$ cat src/logic/acp_map.svh
// Purpose: Offsets, fields, reset values and counts of the converter control.
// Assumes: Included by bare name after the package.
// Notes:   Counts are in sample clock cycles unless named otherwise.
`ifndef ACP_MAP_SVH
`define ACP_MAP_SVH

// Register byte offsets.
`define ACP_CTRL_OFS   4'h0
`define ACP_STAT_OFS   4'h4

// Control register fields and reset value.
`define ACP_CTRL_FSS   0
`define ACP_CTRL_CDS   1
`define ACP_CTRL_OES   2
`define ACP_CTRL_RST   3'h0

// Status register fields.
`define ACP_STAT_RUN   0
`define ACP_STAT_PD    1
`define ACP_STAT_CALD  2
`define ACP_STAT_OOR   3
`define ACP_STAT_LVL   4
`define ACP_STAT_SPAN  16

// Full-scale spans in millivolts peak-to-peak.
`define ACP_SPAN_HI_MV 10'h320
`define ACP_SPAN_LO_MV 10'h258

// Least run of the command pin, length of a calibration, power-on delays.
`define ACP_RUN_MIN    4'hA
`define ACP_CAL_CYCLES 11'h400
`define ACP_DLY_SHORT  31'h0100_0000
`define ACP_DLY_LONG   31'h4000_0000

// Clock cycles after reset release before the straps are read.
`define ACP_INIT_WAIT  2'h3

`endif

$ cat src/logic/acp_pkg.sv
// Purpose: Types shared by the converter control files.
// Assumes: Nothing.
// Notes:   Numbers live in acp_map.svh.
package acp_pkg;

	typedef enum logic [2:0] {
		ST_INIT,
		ST_DELAY,
		ST_IDLE,
		ST_CAL,
		ST_PD
	} acp_state_e;

	typedef logic [7:0] acp_code_t;

endpackage : acp_pkg

$ cat src/logic/acp_fifo.sv
// Purpose: Small synchronous FIFO for converted words.
// Assumes: DEPTH is a power of two.
// Notes:   Full and empty come from pointers with one extra wrap bit.
`timescale 1ns/10ps
module acp_fifo #(
	parameter int WIDTH = 9,
	parameter int DEPTH = 8
) (
	// Clock and reset.
	input  wire logic                       clk_i,
	input  wire logic                       resetn_i,
	// Fill side.
	input  wire logic                       in_valid_i,
	output logic                            in_ready_o,
	input  wire logic [WIDTH-1:0]           in_data_i,
	// Drain side.
	output logic                            out_valid_o,
	input  wire logic                       out_ready_i,
	output logic [WIDTH-1:0]                out_data_o,
	output logic [$clog2(DEPTH):0]          level_o
);
	localparam int AW = $clog2(DEPTH);

	logic [WIDTH-1:0] mem_r [DEPTH];
	logic [AW:0]      wptr_r;
	logic [AW:0]      rptr_r;
	logic             push;
	logic             pop;

	assign level_o     = wptr_r - rptr_r;
	assign out_valid_o = (wptr_r != rptr_r);
	assign in_ready_o  = (level_o != DEPTH[AW:0]);
	assign push        = in_valid_i & in_ready_o;
	assign pop         = out_valid_o & out_ready_i;
	assign out_data_o  = mem_r[rptr_r[AW-1:0]];

	always_ff @(posedge clk_i) begin
		if (push) begin
			mem_r[wptr_r[AW-1:0]] <= in_data_i;
		end
	end

	always_ff @(posedge clk_i) begin
		if (!resetn_i) begin
			wptr_r <= '0;
			rptr_r <= '0;
		end else begin
			if (push) begin
				wptr_r <= wptr_r + 1'b1;
			end
			if (pop) begin
				rptr_r <= rptr_r + 1'b1;
			end
		end
	end

endmodule : acp_fifo

$ cat src/logic/acp_ctrl.sv
// Purpose: Calibration, power-down and output control of an 8-bit converter.
// Assumes: The sample clock arrives as a pin and is sampled by clk_i.
// Notes:   Every duration in the list below counts rising edges of the sample clock.
//
// Operation
// - Clipped result raises out-of-range pair.
// - Full-scale select picks 800 or 600 mV.
// - Calibrate after power-up and on command.
// - Calibration running flag high during calibration.
// - Power-on calibration waits a selectable delay.
// - Delay is 2^24 or 2^30 cycles.
// - Command high at power-up skips power-on calibration.
// - Calibration starts ten cycles after command high.
// - Power-down at power-up halts delay counter.
// - Edge select picks rising or falling data edge.
// - Power-down floats outputs in low-power state.
// - Stopped clock keeps last output code.
// - Running calibration finishes before power-down.
// - Commands ignored entirely while powered down.
// - No clock keeps analog powered down through power-on delay and calibration.
`timescale 1ns/10ps
`include "acp_map.svh"
module acp_ctrl
	import acp_pkg::*;
#(
	parameter logic [30:0] PON_DLY_SHORT = `ACP_DLY_SHORT,
	parameter logic [30:0] PON_DLY_LONG  = `ACP_DLY_LONG
) (
	// Clock and reset.
	input  wire logic        clk_i,
	input  wire logic        resetn_i,
	// Register bus.
	input  wire logic [3:0]  avs_address_i,
	input  wire logic        avs_read_i,
	input  wire logic        avs_write_i,
	input  wire logic [31:0] avs_writedata_i,
	input  wire logic [3:0]  avs_byteenable_i,
	output logic [31:0]      avs_readdata_o,
	output logic             avs_waitrequest_o,
	// Control pins.
	input  wire logic        samp_clk_i,
	input  wire logic        cal_cmd_i,
	input  wire logic        power_down_input_i,
	// Conversion results.
	input  wire logic [9:0]  conv_raw_i,
	input  wire logic        conv_valid_i,
	output logic             conv_ready_o,
	// Analog control.
	output logic             full_scale_select_o,
	output logic             analog_power_down_o,
	output logic             calibration_running_o,
	// Digital outputs.
	output logic             forwarded_data_clock_o,
	output acp_code_t        data_o,
	output logic             or_p_o,
	output logic             or_n_o,
	output logic             data_oe_o
);
	acp_state_e  st_r;
	logic [2:0]  sync1_r;
	logic [2:0]  sync2_r;
	logic        samp_d_r;
	logic        samp_rise;
	logic        samp_fall;
	logic        clk_seen_r;
	logic        cal_s;
	logic        pd_s;
	logic [1:0]  init_cnt_r;
	logic [3:0]  low_cnt_r;
	logic [3:0]  high_cnt_r;
	logic        armed_r;
	logic        cal_req_r;
	logic [30:0] dly_cnt_r;
	logic [30:0] dly_lim;
	logic        dly_done;
	logic [10:0] cal_cnt_r;
	logic        cal_done;
	logic        calibrated_r;
	logic        pd_active;
	logic [2:0]  ctrl_r;
	logic        ack_r;
	logic [31:0] rdata_r;
	logic [9:0]  span_mv;
	logic [8:0]  fifo_din;
	logic [8:0]  fifo_dout;
	logic        fifo_valid;
	logic        fifo_pop;
	logic [3:0]  fifo_lvl;
	logic        out_edge;
	logic        forwarded_data_clock_r;

	// The first stage feeds only the second, so no logic sees a metastable level.
	always_ff @(posedge clk_i) begin
		if (!resetn_i) begin
			sync1_r <= 3'h0;
			sync2_r <= 3'h0;
		end else begin
			sync1_r <= {power_down_input_i, cal_cmd_i, samp_clk_i};
			sync2_r <= sync1_r;
		end
	end

	assign cal_s     = sync2_r[1];
	assign pd_s      = sync2_r[2];
	assign samp_rise = sync2_r[0] & ~samp_d_r;
	assign samp_fall = ~sync2_r[0] & samp_d_r;

	always_ff @(posedge clk_i) begin
		if (!resetn_i) begin
			samp_d_r   <= 1'b0;
			clk_seen_r <= 1'b0;
		end else begin
			samp_d_r   <= sync2_r[0];
			clk_seen_r <= clk_seen_r | samp_rise;
		end
	end

	// Command filter: ten low edges arm it, the tenth high edge fires it.
	always_ff @(posedge clk_i) begin
		if (!resetn_i) begin
			low_cnt_r  <= 4'h0;
			high_cnt_r <= 4'h0;
			armed_r    <= 1'b0;
			cal_req_r  <= 1'b0;
		end else begin
			cal_req_r <= 1'b0;
			if (st_r == ST_PD) begin
				armed_r <= 1'b0;
			end
			if (samp_rise) begin
				if (!cal_s) begin
					high_cnt_r <= 4'h0;
					if (low_cnt_r != `ACP_RUN_MIN) begin
						low_cnt_r <= low_cnt_r + 4'h1;
					end
					if (low_cnt_r == `ACP_RUN_MIN - 4'h1 && st_r != ST_PD) begin
						armed_r <= 1'b1;
					end
				end else begin
					low_cnt_r <= 4'h0;
					if (high_cnt_r != `ACP_RUN_MIN) begin
						high_cnt_r <= high_cnt_r + 4'h1;
					end
					if (high_cnt_r == `ACP_RUN_MIN - 4'h1 && armed_r && st_r != ST_PD) begin
						cal_req_r <= 1'b1;
						armed_r   <= 1'b0;
					end
				end
			end
		end
	end

	assign dly_lim  = ctrl_r[`ACP_CTRL_CDS] ? PON_DLY_LONG : PON_DLY_SHORT;
	assign dly_done = samp_rise && !pd_s && (dly_cnt_r == dly_lim - 31'h1);
	assign cal_done = samp_rise && (cal_cnt_r == `ACP_CAL_CYCLES - 11'h1);

	// Power-on delay halts while power-down is held.
	always_ff @(posedge clk_i) begin
		if (!resetn_i) begin
			dly_cnt_r <= 31'h0;
		end else if (st_r == ST_DELAY && samp_rise && !pd_s) begin
			dly_cnt_r <= dly_cnt_r + 31'h1;
		end
	end

	always_ff @(posedge clk_i) begin
		if (!resetn_i) begin
			cal_cnt_r <= 11'h0;
		end else if (st_r != ST_CAL) begin
			cal_cnt_r <= 11'h0;
		end else if (samp_rise) begin
			cal_cnt_r <= cal_cnt_r + 11'h1;
		end
	end

	always_ff @(posedge clk_i) begin
		if (!resetn_i) begin
			init_cnt_r <= 2'h0;
		end else if (st_r == ST_INIT) begin
			init_cnt_r <= init_cnt_r + 2'h1;
		end
	end

	// The straps are read once the synchronisers hold pin levels.
	always_ff @(posedge clk_i) begin
		if (!resetn_i) begin
			st_r         <= ST_INIT;
			calibrated_r <= 1'b0;
		end else begin
			unique case (st_r)
				ST_INIT: begin
					if (init_cnt_r == `ACP_INIT_WAIT) begin
						st_r <= cal_s ? ST_IDLE : ST_DELAY;
					end
				end
				ST_DELAY: begin
					if (dly_done || (cal_req_r && !pd_s)) begin
						st_r <= ST_CAL;
					end
				end
				ST_IDLE: begin
					if (pd_s) begin
						st_r <= ST_PD;
					end else if (cal_req_r) begin
						st_r <= ST_CAL;
					end
				end
				ST_CAL: begin
					if (cal_done) begin
						calibrated_r <= 1'b1;
						st_r         <= pd_s ? ST_PD : ST_IDLE;
					end
				end
				ST_PD: begin
					if (!pd_s) begin
						st_r <= ST_IDLE;
					end
				end
			endcase
		end
	end

	assign pd_active             = (st_r == ST_PD) || (st_r == ST_DELAY && pd_s);
	assign calibration_running_o = (st_r == ST_CAL);
	// Without a sample clock the pending power-on sequence holds analog power off.
	assign analog_power_down_o   = pd_active ||
		(!clk_seen_r && st_r inside {ST_INIT, ST_DELAY, ST_CAL});
	assign full_scale_select_o   = ctrl_r[`ACP_CTRL_FSS];
	assign span_mv = ctrl_r[`ACP_CTRL_FSS] ? `ACP_SPAN_HI_MV : `ACP_SPAN_LO_MV;

	// Results outside 00h..FFh are clipped and flagged with them.
	assign fifo_din = conv_raw_i[9] ? {1'b1, 8'h00} :
		conv_raw_i[8] ? {1'b1, 8'hFF} : {1'b0, conv_raw_i[7:0]};

	logic fifo_in_ready;
	assign conv_ready_o = fifo_in_ready & ~pd_active;

	acp_fifo #(
		.WIDTH (9),
		.DEPTH (8)
	) u_fifo (
		.clk_i       (clk_i),
		.resetn_i    (resetn_i),
		.in_valid_i  (conv_valid_i & ~pd_active),
		.in_ready_o  (fifo_in_ready),
		.in_data_i   (fifo_din),
		.out_valid_o (fifo_valid),
		.out_ready_i (out_edge & ~pd_active),
		.out_data_o  (fifo_dout),
		.level_o     (fifo_lvl)
	);

	// Data leave on the forwarded clock edge chosen by software.
	assign out_edge = ctrl_r[`ACP_CTRL_OES] ? samp_rise : samp_fall;
	assign fifo_pop = out_edge & fifo_valid & ~pd_active;

	always_ff @(posedge clk_i) begin
		if (!resetn_i) begin
			forwarded_data_clock_r <= 1'b0;
		end else begin
			forwarded_data_clock_r <= sync2_r[0];
		end
	end

	// Output registers only move on a pop, so a stopped clock keeps the code.
	always_ff @(posedge clk_i) begin
		if (!resetn_i) begin
			data_o <= 8'h00;
			or_p_o <= 1'b0;
			or_n_o <= 1'b1;
		end else if (fifo_pop) begin
			data_o <= fifo_dout[7:0];
			or_p_o <= fifo_dout[8];
			or_n_o <= ~fifo_dout[8];
		end
	end

	assign forwarded_data_clock_o = forwarded_data_clock_r;
	assign data_oe_o              = ~pd_active;

	// One wait state: each request is answered at the second edge.
	assign avs_waitrequest_o = (avs_read_i | avs_write_i) & ~ack_r;
	assign avs_readdata_o    = rdata_r;

	always_ff @(posedge clk_i) begin
		if (!resetn_i) begin
			ack_r <= 1'b0;
		end else begin
			ack_r <= (avs_read_i | avs_write_i) & ~ack_r;
		end
	end

	always_ff @(posedge clk_i) begin
		if (!resetn_i) begin
			ctrl_r <= `ACP_CTRL_RST;
		end else if (avs_write_i && ack_r && avs_address_i == `ACP_CTRL_OFS
			&& avs_byteenable_i[0]) begin
			ctrl_r <= avs_writedata_i[2:0];
		end
	end

	always_ff @(posedge clk_i) begin
		if (!resetn_i) begin
			rdata_r <= 32'h0000_0000;
		end else if (avs_read_i && !ack_r) begin
			rdata_r <= 32'h0000_0000;
			if (avs_address_i == `ACP_CTRL_OFS) begin
				rdata_r[2:0] <= ctrl_r;
			end else if (avs_address_i == `ACP_STAT_OFS) begin
				rdata_r[`ACP_STAT_RUN]                 <= calibration_running_o;
				rdata_r[`ACP_STAT_PD]                  <= pd_active;
				rdata_r[`ACP_STAT_CALD]                <= calibrated_r;
				rdata_r[`ACP_STAT_OOR]                 <= or_p_o;
				rdata_r[`ACP_STAT_LVL+:4]              <= fifo_lvl;
				rdata_r[`ACP_STAT_SPAN+:10]            <= span_mv;
			end
		end
	end
endmodule : acp_ctrl

$ cat config.mk
export PLATFORM = sky130hd
export DESIGN_NAME = acp_ctrl
export DESIGN_NICKNAME = d
export VERILOG_FILES = /design/src/logic/acp_pkg.sv /design/src/logic/acp_fifo.sv /design/src/logic/acp_ctrl.sv
export VERILOG_INCLUDE_DIRS = /design/src /design/src/logic
export SDC_FILE = /design/constraint.sdc
export NUM_CORES = 1
export LEC_CHECK = 0
export BUFFER_PORTS_ARGS = -buffer_cell sky130_fd_sc_hd__buf_2
export CORE_ASPECT_RATIO = 1.25
export CORE_UTILIZATION = 60
export CTS_CLUSTER_SIZE = 20
export DETAILED_ROUTE_END_ITERATION = 12
export PLACE_DENSITY = 0.93
export SYNTH_ARGS = -nofsm -noshare
export SYNTH_HDL_FRONTEND = slang
export SYNTH_SLANG_ARGS = --single-unit
$ cat constraint.sdc
create_clock -name clk_i -period 8.1 [get_ports clk_i]
set_input_delay 0.81 -clock clk_i [delete_from_list [all_inputs] [get_ports clk_i]]
set_output_delay 0.81 -clock clk_i [all_outputs]
set_load 0.02 [all_outputs]
Word level (Yosys, flattened, before mapping). Memories as Yosys holds them, arrays and structs flattened. A register that Yosys moved wholly into a read port is not among the register bits. Cells that the tools add are included.

Memories kept: 1. Memory bits (writable): 72. Register bits: 106. Output and inout port bits: 49. Word-level logic and storage cells: 135.

Memory list: u_fifo.mem_r (depth 8, width 9, read ports 1, clocked after Yosys merged registers in 1, wr ports 1, RTL line acp_fifo.sv:24) `logic [WIDTH-1:0] mem_r [DEPTH];`.

Reductions and logical operators: 31. Bitwise logic cells: 18. Multiplexer cells: 33. Equality and inequality tests: 22. $add $sub $neg: 9.

Operators with widths (count): $add 31x1->31 const B (1); $eq 31x31->1 (1); $mux 31 (1); $sub 31x1->31 const B (1); $mux 3 (10); $mux 9 (3); $mux 10 (2); $add 4x1->4 const B (4); $mux 4 (4); $logic_and 1x1->1 (15); $pmux 3 s5 (1); $ne 4x4->1 const B (3); $add 11x1->11 const B (1); $eq 11x10->1 const B (1); $and 1x1->1 (10); $mux 1 (9); $eq 4x4->1 const B (2); $mux 8 (1); $eq 3x2->1 const B (2); $ne 2x2->1 const B (3); $ne 3x3->1 const B (2); $not 1->1 (6); $reduce_and 2->1 (3); $mux 5 (1); other kinds (20) (26).

Longest topological paths before layout. Gate-level depths: netlist of run 1.

Depth after elaboration: 8. Gate-level depth with buffers: 9. Depth with buffers taken out: 9.

Hierarchy. From an unflattened synthesis of run 1, not the netlist that was laid out.

Cells, all modules: 693. Area total of the unflattened synthesis: 7795.0 um^2.

Modules (own cells, without submodules): acp_ctrl (instances 1, area each 4365.4 um^2, cells an instance 504); acp_fifo (instances 1, area each 3429.5 um^2, cells an instance 189).

Least setup slack after synthesis of run 1. OpenSTA, ideal clock, no wires.

Kind: register to register. Start point: register u_fifo.wptr_r[0]. End point: memory u_fifo.mem_r[0][0], enable pin. Arrival: 2474 ps. Slack: 5239 ps. Period minus slack after synthesis: 2861 ps. Required time: 7713 ps. Setup time: 387 ps. Stages on the path, launching flop included: 10. Buffers on the path: 0. Cells stage by stage: dfxtp_1 -> inv_1 -> ha_1 -> inv_1 -> fa_1 -> xor2_1 -> nor3_1 -> a31oi_2 -> nand2b_1 -> nor3_1.

Longest elaborated chain between the ends: 5.

RTL lines: start, declared (RTL line acp_fifo.sv:25) `logic [AW:0] wptr_r;`; start signal, assigned (RTL line acp_fifo.sv:49) `wptr_r <= wptr_r + 1'b1;`; $sub 4x4->4 (RTL line acp_fifo.sv:30) `assign level_o = wptr_r - rptr_r;`; $ne 4x4->1 (RTL line acp_fifo.sv:32) `assign in_ready_o = (level_o != DEPTH[AW:0]);`; $and 1x1->1 (RTL line acp_fifo.sv:33) `assign push = in_valid_i & in_ready_o;`; $mux 1 (RTL line acp_fifo.sv:38) `if (push) begin`; $mux 1 (not written as such) (RTL line acp_fifo.sv:39) `mem_r[wptr_r[AW-1:0]] <= in_data_i;`; end, declared (RTL line acp_fifo.sv:24).

Parallel ways exist; a longest one is shown, timed or not.

Worst setup path after layout of run 1.
Start point: register u_fifo.wptr_r[0]. End point: memory u_fifo.mem_r[1][2], enable pin.

Same word-level chain as after synthesis.

==> results.txt, run 1 <==
The most common flop cell mapped by yosys is dfxtp_1. Net switching is 22.3% of the power. Using the TritonRoute via totals, the vias-per-cell ratio works out to 5.71. The internal power of the cells totals 1490 uW. Yosys mapped a number of flops with a built-in enable equal to 72. The first detailed-routing pass took 4 iterations. Summing the areas of all and, or, nand and nor instances in the mapped netlist gives 18.9% of the synthesized area.

The share of the synthesized area in compound gates (AO/OA/AOI/OAI) is 7.28%, and the data required time of the critical path is 8150 ps. The initial cell density of the core is 62.4%, and the via count of the first global-routing pass is 5142. The startpoint type of the worst setup path is a register.

Entering global routing, the biggest net connects 94 pins. Sum of negative setup slack: 0 ps. For the final count of negative-setup-slack endpoints, the log shows 0. Synthesis produced a netlist whose cell count is 674.

In this run the post-CTS setup repair buffer count came out at 0. The run gives 0 as the hold buffer count at cts. The number of synthesized register bits came out at 174.

The relative contribution of sequential cells to total power was 50.3%; the H-tree depth reported by CTS was 4. The residual overflow from global routing came out at 0. The clock network burns 42.3% of the power. Based on the critical path, the design can be clocked at up to 0.287 GHz.

The clock period could shrink to 3480 ps. The tools report the area of the mapped netlist as 0.00770 mm^2. TritonCTS built the clock tree. The filler cells instantiated in the layout total 834. The power spent charging and discharging nets was 426 uW. The most common cell in the synthesized netlist is dfxtp_1. The portion of the clock cycle consumed by the worst path in the final layout works out to 43.0%. In the post-synthesis netlist, the biggest area contributors are edfxtp_1, dfxtp_1, mux4_2. For this run, asynchronously set or reset flops after synthesis account for 0%. After legalization and detailed placement, the total HPWL measured 9990 um. The tools report the all-layer global routing usage as 24.4%. The instance count along the most critical hold path is 1, and the post-detailed-route count of antenna-violating nets is 0. Port buffering added 56 buffers. VDD sags by at most 0.180 mV. In the synthesized netlist, the cells that appear most often are dfxtp_1, edfxtp_1, nand2_1. The maximum clock path buffer count was 2. The transition time at the pin with the least slew margin is 1020 ps. Yosys printed 0 warnings.

The run finished with clean final reports. 107 I/O pins were placed. The path class of the tightest hold or removal check is register to register. The final hold violation count is 0. Data arrives at the worst endpoint at 3530 ps. Setup clock skew after layout: 6.82 ps.

The run gives 31.6% as the worst slew margin relative to its limit. Master cell of the clock root buffer: clkbuf_16. STA classifies the critical path endpoint as a register. Of the post-synthesis cell area, the dominant cell type holds 28.1%.

The number of buffers added by the clock tree synthesis step is 17. For hold timing, the worst endpoint is sync2_r[2]. The run gives 62 as the distinct cell type count after synthesis.

Clock input transition at the sequential cells of the worst setup and hold paths: 60 ps. After detailed routing, the number of remaining DRC violations is 0. Routability-driven placement finished with a final weighted congestion of 0.795. In this run the static leakage power is 0.00322 uW. The logs give 54.6% for the fraction of the yosys area taken by sequential cells and 0.0133 mm^2 for the total die area.

Per report_power, the combinational group accounts for 7.4% of the total. Max-cap violations in this run came to 0. The synthesized-area fraction occupied by xor and xnor cells works out to 4.32%. The tools report the worst flop-to-flop path endpoint as u_fifo.mem_r[1][2]. The first global-routing pass estimated 24000 um of wire.

The run gives 1910 uW as the total design power. The highest net fanout along the worst path was 9; the average wire per standard cell was 16.9 um. The logs give 4620 ps for the reg2reg setup slack and 15100 um for the total wire length after detailed routing.

The power density over cell area is 222 mW/mm^2. Area growth from synthesis to layout: 11.7%. edfxtp_1 takes more of the synthesized area than any other cell. The average instance in the mapped netlist occupies 11.4 um^2.

Share of synthesized cell area in full adder, half adder and majority cells: 2.53%. By startpoint and endpoint, the worst setup path is classified as register to register. For the worst flop-to-flop path, the logic depth is 9.

The number of sinks on the clock net was 174. The worst hold path begins at sync1_r[2]. Setup repair after global routing left no endpoint under its margin. The net count of the finished layout is 791. The start point of the critical path is u_fifo.wptr_r[0].

In the synthesized netlist, mux cells make up 7.47% of the area. Measured along the x axis, the die boundary spans 103 um. The layout cell share with drive strength beyond 1 works out to 17.6%.

The number of rows created at floorplan was 45; the die boundary height was 129 um. The core region is 0.0123 mm^2. The clock latency on the worst-skew pair was 430 ps; the initial antenna violation count was 0. For this block, the via count after detailed routing is 5107. After the first detailed-routing iteration, the DRC count stood at 221.

For the total of cells resized after clock tree synthesis, the log shows 0. The dominant combinational cell family by area after synthesis was simple AND/OR/NAND/NOR gates. The tools report the antenna diode count as 0. The startpoint identified for the worst register-to-register timing path is u_fifo.wptr_r[0]. The final max-slew violation count is 0.
==> metal layers <==
layer / wire length, um / vias to the layer above / share of wire (%) / GRT usage, %
li1: - / 2440 / - / -
met1: 5780 / 2506 / 38 / 25.4
met2: 8360 / 119 / 55 / 45.3
met3: 522 / 42 / 3.5 / 5.27
met4: 443 / 0 / 2.9 / 12.3
met5: 0 / - / 0 / 0
==> final cells by class <==
| class | instances | area (um^2) | share of cell area (%) |
|---|---|---|---|
| sequential | 174 | 4200 | 48.9 |
| multi-input combinational | 445 | 3220 | 37.4 |
| clock buffer | 20 | 447 | 5.19 |
| timing repair buffer | 59 | 303 | 3.52 |
| tap | 164 | 205 | 2.39 |
| clock inverter | 12 | 143 | 1.66 |
| inverter | 21 | 78.8 | 0.917 |
==> cells by family (layout without fill, tap and decap cells) <==
group	count (synthesis)	in the layout
compound gates	82	82
xor+xnor	38	38
fa+ha+maj	15	15
buf+inv	72	112
flops	174	174
mux	35	35
other cells	1	18
simple gates	257	257
==> sequential cells by signal, indices dropped and copies added, names as in the netlist, 2 cells and up, named ones only <==
name	flops
sync2_r	3
u_fifo.wptr_r	4
u_fifo.rptr_r	4
cal_cnt_r	11
ctrl_r	3
init_cnt_r	2
low_cnt_r	4
high_cnt_r	4
dly_cnt_r	31
u_fifo.mem_r	72
sync1_r	3
data_o	8
st_r	3
avs_readdata_o	11
==> metrics by stage <==
stage	worst slack (ps)	instances	hold slack, ps	utilization, %	cell area, um^2
2_1_floorplan	5240	691	412	-	7760
3_3_place_gp	4870	863	426	65.0	8010
3_5_place_dp	4670	863	428	65.0	8010
4_1_cts	4640	895	446	69.7	8600
5_1_grt	4460	895	466	69.7	8600
6_report	4620	895	440	69.7	8600
==> critical path, cell delays in order, from the launching register on <==
cell and delay, ps:
dfxtp_1 400, inv_1 230, ha_1 230, inv_1 60
fa_1 370, xor2_1 210, nor3_1 100, a31oi_2 430
nand2b_1 250, nor3_2 820
==> cell usage in the layout, fill, tap and decap left out, types with 14 or more instances in the layout <==
cell | Yosys | final
and2_1 | 35 | 35
buf_2 | 5 | 56
clkbuf_16 | 0 | 17
conb_1 | 1 | 18
dfxtp_1 | 102 | 102
edfxtp_1 | 72 | 72
ha_1 | 14 | 14
inv_1 | 20 | 20
mux2i_1 | 17 | 17
mux4_2 | 18 | 18
nand2_1 | 49 | 49
nor2_1 | 46 | 46
nor2b_1 | 32 | 32
o21ai_0 | 21 | 21
xnor2_1 | 22 | 22
xor2_1 | 16 | 16
==> worst max-delay path by stage <==
stage,endpoint,depth (start not counted)
floorplan,u_fifo.mem_r[0][0],9
global placement,u_fifo.mem_r[5][3],9
detailed placement,u_fifo.mem_r[1][3],9
CTS,u_fifo.mem_r[1][8],9
global route,u_fifo.mem_r[1][8],9
finish,u_fifo.mem_r[1][2],9
==> power by group through the flow <==
stage                     Clock, uW  Combinational (uW)  Sequential, uW
after floorplan                   0                 116             973
after global placement            0                 134             977
after detailed placement          0                 142             980
after CTS                       816                 143             961
after global routing            851                 159             964
final                           809                 143             962
Power figures use the tool's default switching activity.
==> run 2: changes to the inputs <==
--- a/config.mk
+++ b/config.mk
@@ -8,10 +8,10 @@
 export LEC_CHECK = 0
 export BUFFER_PORTS_ARGS = -buffer_cell sky130_fd_sc_hd__buf_2
 export CORE_ASPECT_RATIO = 1.25
-export CORE_UTILIZATION = 60
+export CORE_UTILIZATION = 52
 export CTS_CLUSTER_SIZE = 20
 export DETAILED_ROUTE_END_ITERATION = 12
-export PLACE_DENSITY = 0.93
+export PLACE_DENSITY = 0.86
 export SYNTH_ARGS = -nofsm -noshare
 export SYNTH_HDL_FRONTEND = slang
 export SYNTH_SLANG_ARGS = --single-unit
==> constraint.sdc (replaced) <==
create_clock -name clk_i -period 3.05 [get_ports clk_i]
set_input_delay 0.305 -clock clk_i [delete_from_list [all_inputs] [get_ports clk_i]]
set_output_delay 0.305 -clock clk_i [all_outputs]
set_load 0.02 [all_outputs]
==> run 2 against run 1 <==
Combinational power grew to 2.8 times the previous value. Die area is 15% higher. Sequential cell count unchanged. Clock power grew to 2.6 times the previous value. Via count is 2.1% lower. Wire length fell by 5.2%. Hold slack worse by 350 ps. Core utilization down 9.4 points. Global-route usage is 4.9 points lower. Register-to-register slack got worse by 4400 ps. Largest power group unchanged.
==> results.txt, run 2 (synthesis results as in run 1) <==
The H-tree was split into 4 levels. Power spread over the standard cell area amounts to 583 mW/mm^2. The tools report the nature of the critical path endpoint as a register.

The area growth from synthesis to layout came out at 13.0%. The run gives 19.4% as the all-layer global routing usage. The placed wire-length estimate after detailed placement came out at 9860 um. Measured along the y axis, the die boundary spans 138 um. The run gives 0.492 mV as the worst ir drop on vdd. The portion of the clock cycle consumed by the worst path in the final layout is 94.0%, and the final critical delay including setup and external delays is 2870 ps. Summed over all layers, the routed wires come to 14300 um. The setup clock skew after layout is 7.72 ps, and the DRC violation count after routing is 0. The library cell used most frequently in the layout, excluding fill and tap cells, is dfxtp_1. By instance count, the cell type seen most on the critical path is inv_1. The later pin in the worst-skew pair is clocked with a latency of 420 ps. The sum of negative setup slack is 0 ps, and the instance count along the most critical hold path is 2. Row generation in the floorplan step produced 49 rows.

The run gives 0.00810 mm^2 as the cell area reported after detailed placement. The number of sinks on the clock net came out at 174. Across all register-to-register paths, the minimum setup slack is 180 ps.

At the pin with the least slew margin, the transition time is 884 ps. Largest stage delay on the critical path: 390 ps. The register with the most flip-flops in the layout has 72 of them. The worst setup path is of the register to register kind. The layout cell share with drive strength beyond 1 was 18.7%; the number of port buffers was 56. For the max capacitance violation total, the log shows 0. The tools report the cell leakage power as 0.00328 uW. In this run the deepest clock path goes through 2 buffers.

The via-per-instance ratio was 5.43; the vias after detailed routing was 4998. Derived from the worst setup path, the maximum achievable clock frequency is 0.349 GHz. Setup repair after global routing left no endpoint under its margin.

In the layout the commonest cells are dfxtp_1, edfxtp_1, buf_2. The tools report the antenna diode count as 0. The number of cell instances on the worst register-to-register path works out to 10. The wire length of the first global-routing pass was 23500 um.

Walking the worst path, the cells encountered are inv_1, ha_1, inv_1, fa_1, xor2_1, nor3_2, a31oi_4, nand2b_1, nor3_1, buf_4. The horizontal die dimension was 111 um. The initial cell density of the core was 53.4%; the number of design-rule violations left by the first detailed-router iteration was 306. The routability congestion estimate from global placement is 0.733, and the average wire per standard cell is 15.6 um. During I/O placement, the number of pins put on the boundary was 107. The die covers 0.0153 mm^2. Data on the critical path is required at its endpoint by 3170 ps. The startpoint type of the worst setup path was a register.

The core region is 0.0144 mm^2. The flow ran to the end, and the final reports show no timing, DRC or antenna violations. TritonCTS built the clock tree. First-pass iteration count of the detailed router: 4. The tools report the worst flop-to-flop path endpoint as u_fifo.mem_r[5][1]. The critical path data arrival time was 2990 ps. For hold timing, the worst endpoint is sync1_r[0]. The tools report the beginning of the worst hold path as samp_clk_i. Slowest library cell on the worst path: dfxtp_1.

For the final max-slew violation count, the log shows 0. The via count of the first global-routing pass was 4840; the final hold violation count was 0. Kind of path behind the tightest hold check: input port to register. Setup violations remaining at the end of the flow were counted as 0.

Entering global routing, the biggest net connects 32 pins. The post-CTS setup-driven buffer insertion count is 0, and the net total in the final layout is 803. The startpoint identified for the worst register-to-register timing path is u_fifo.wptr_r[0].

The finished cells cover 0.00870 mm^2. Clock-pin slew was measured on the worst setup and hold paths at 60 ps. The worst pin sits at a relative slew slack of 41.0%. Post-detailed-route count of antenna-violating nets: 0. Master cell of the clock root buffer: clkbuf_16.

Global routing finished with a remaining overflow of 0. Clock tree synthesis inserted a total of 17 buffers. The hold buffer count at cts was 0. The highest net fanout along the worst path was 9; the initial antenna violation count was 0.
run 2: timing repair:
action,4_1_cts,5_1_grt
endpoints found under the hold margin,0,0
gates resized for setup,0,2
setup endpoints to repair,0,63
run 2: metal layers:
| metal | vias to the layer above | GRT usage (%) | part of all wire [%] | wire, um |
|---|---|---|---|---|
| li1 | 2475 | - | - | - |
| met1 | 2389 | 22.4 | 42 | 5970 |
| met2 | 115 | 34.6 | 52 | 7500 |
| met3 | 19 | 4.69 | 4.3 | 611 |
| met4 | 0 | 7.79 | 1.7 | 243 |
| met5 | - | 0 | 0 | 0 |
run 2: worst max-delay path by stage:
stage	startpoint	endpoint	slack [ps]
2_1_floorplan	u_fifo.wptr_r[0]	u_fifo.mem_r[0][0]	190
3_3_place_gp	u_fifo.wptr_r[0]	u_fifo.mem_r[3][0]	390
3_5_place_dp	u_fifo.wptr_r[0]	u_fifo.mem_r[5][0]	200
4_1_cts	u_fifo.wptr_r[0]	u_fifo.mem_r[5][0]	120
5_1_grt	u_fifo.wptr_r[0]	u_fifo.mem_r[1][1]	30
6_report	u_fifo.wptr_r[0]	u_fifo.mem_r[5][1]	180
run 2: area by class of cell:
class / instances / area, um^2
Clock inverter: 15 / 163
Fill cell: 1111 / 5710
Tap cell: 178 / 223
Sequential cell: 174 / 4200
Multi-Input combinational cell: 445 / 3200
Timing Repair Buffer: 71 / 405
Clock buffer: 17 / 425
Inverter: 21 / 78.8
run 2: where the power goes:
| group | internal (uW) | switching (uW) | total, uW |
|---|---|---|---|
| Combinational | 158 | 237 | 395 |
| Clock | 1210 | 911 | 2130 |
| Sequential | 2500 | 46.7 | 2550 |
run 2: through the flow:
| stage | hold WS (ps) | setup slack (ps) | utilization (%) | std cells | power (uW) |
|---|---|---|---|---|---|
| floorplan | 412 | 189 | - | 691 | 2890 |
| global placement | 416 | 392 | 56.2 | 889 | 2970 |
| detailed placement | 432 | 201 | 56.2 | 889 | 2980 |
| CTS | 72.2 | 119 | 60.3 | 921 | 5110 |
| global route | 78.5 | 25.5 | 60.4 | 921 | 5250 |
| finish | 90.2 | 183 | 60.4 | 921 | 5070 |
run 2: critical path, delay by kind of cell (launching register included):
kind                     cells  cell delay (ps)
AO/OA/AOI/OAI                1              320
XOR/XNOR                     1              280
adder cells (fa/ha/maj)      2              600
buffers and inverters        3              500
flip-flops                   1              390
AND/OR/NAND/NOR              3              470
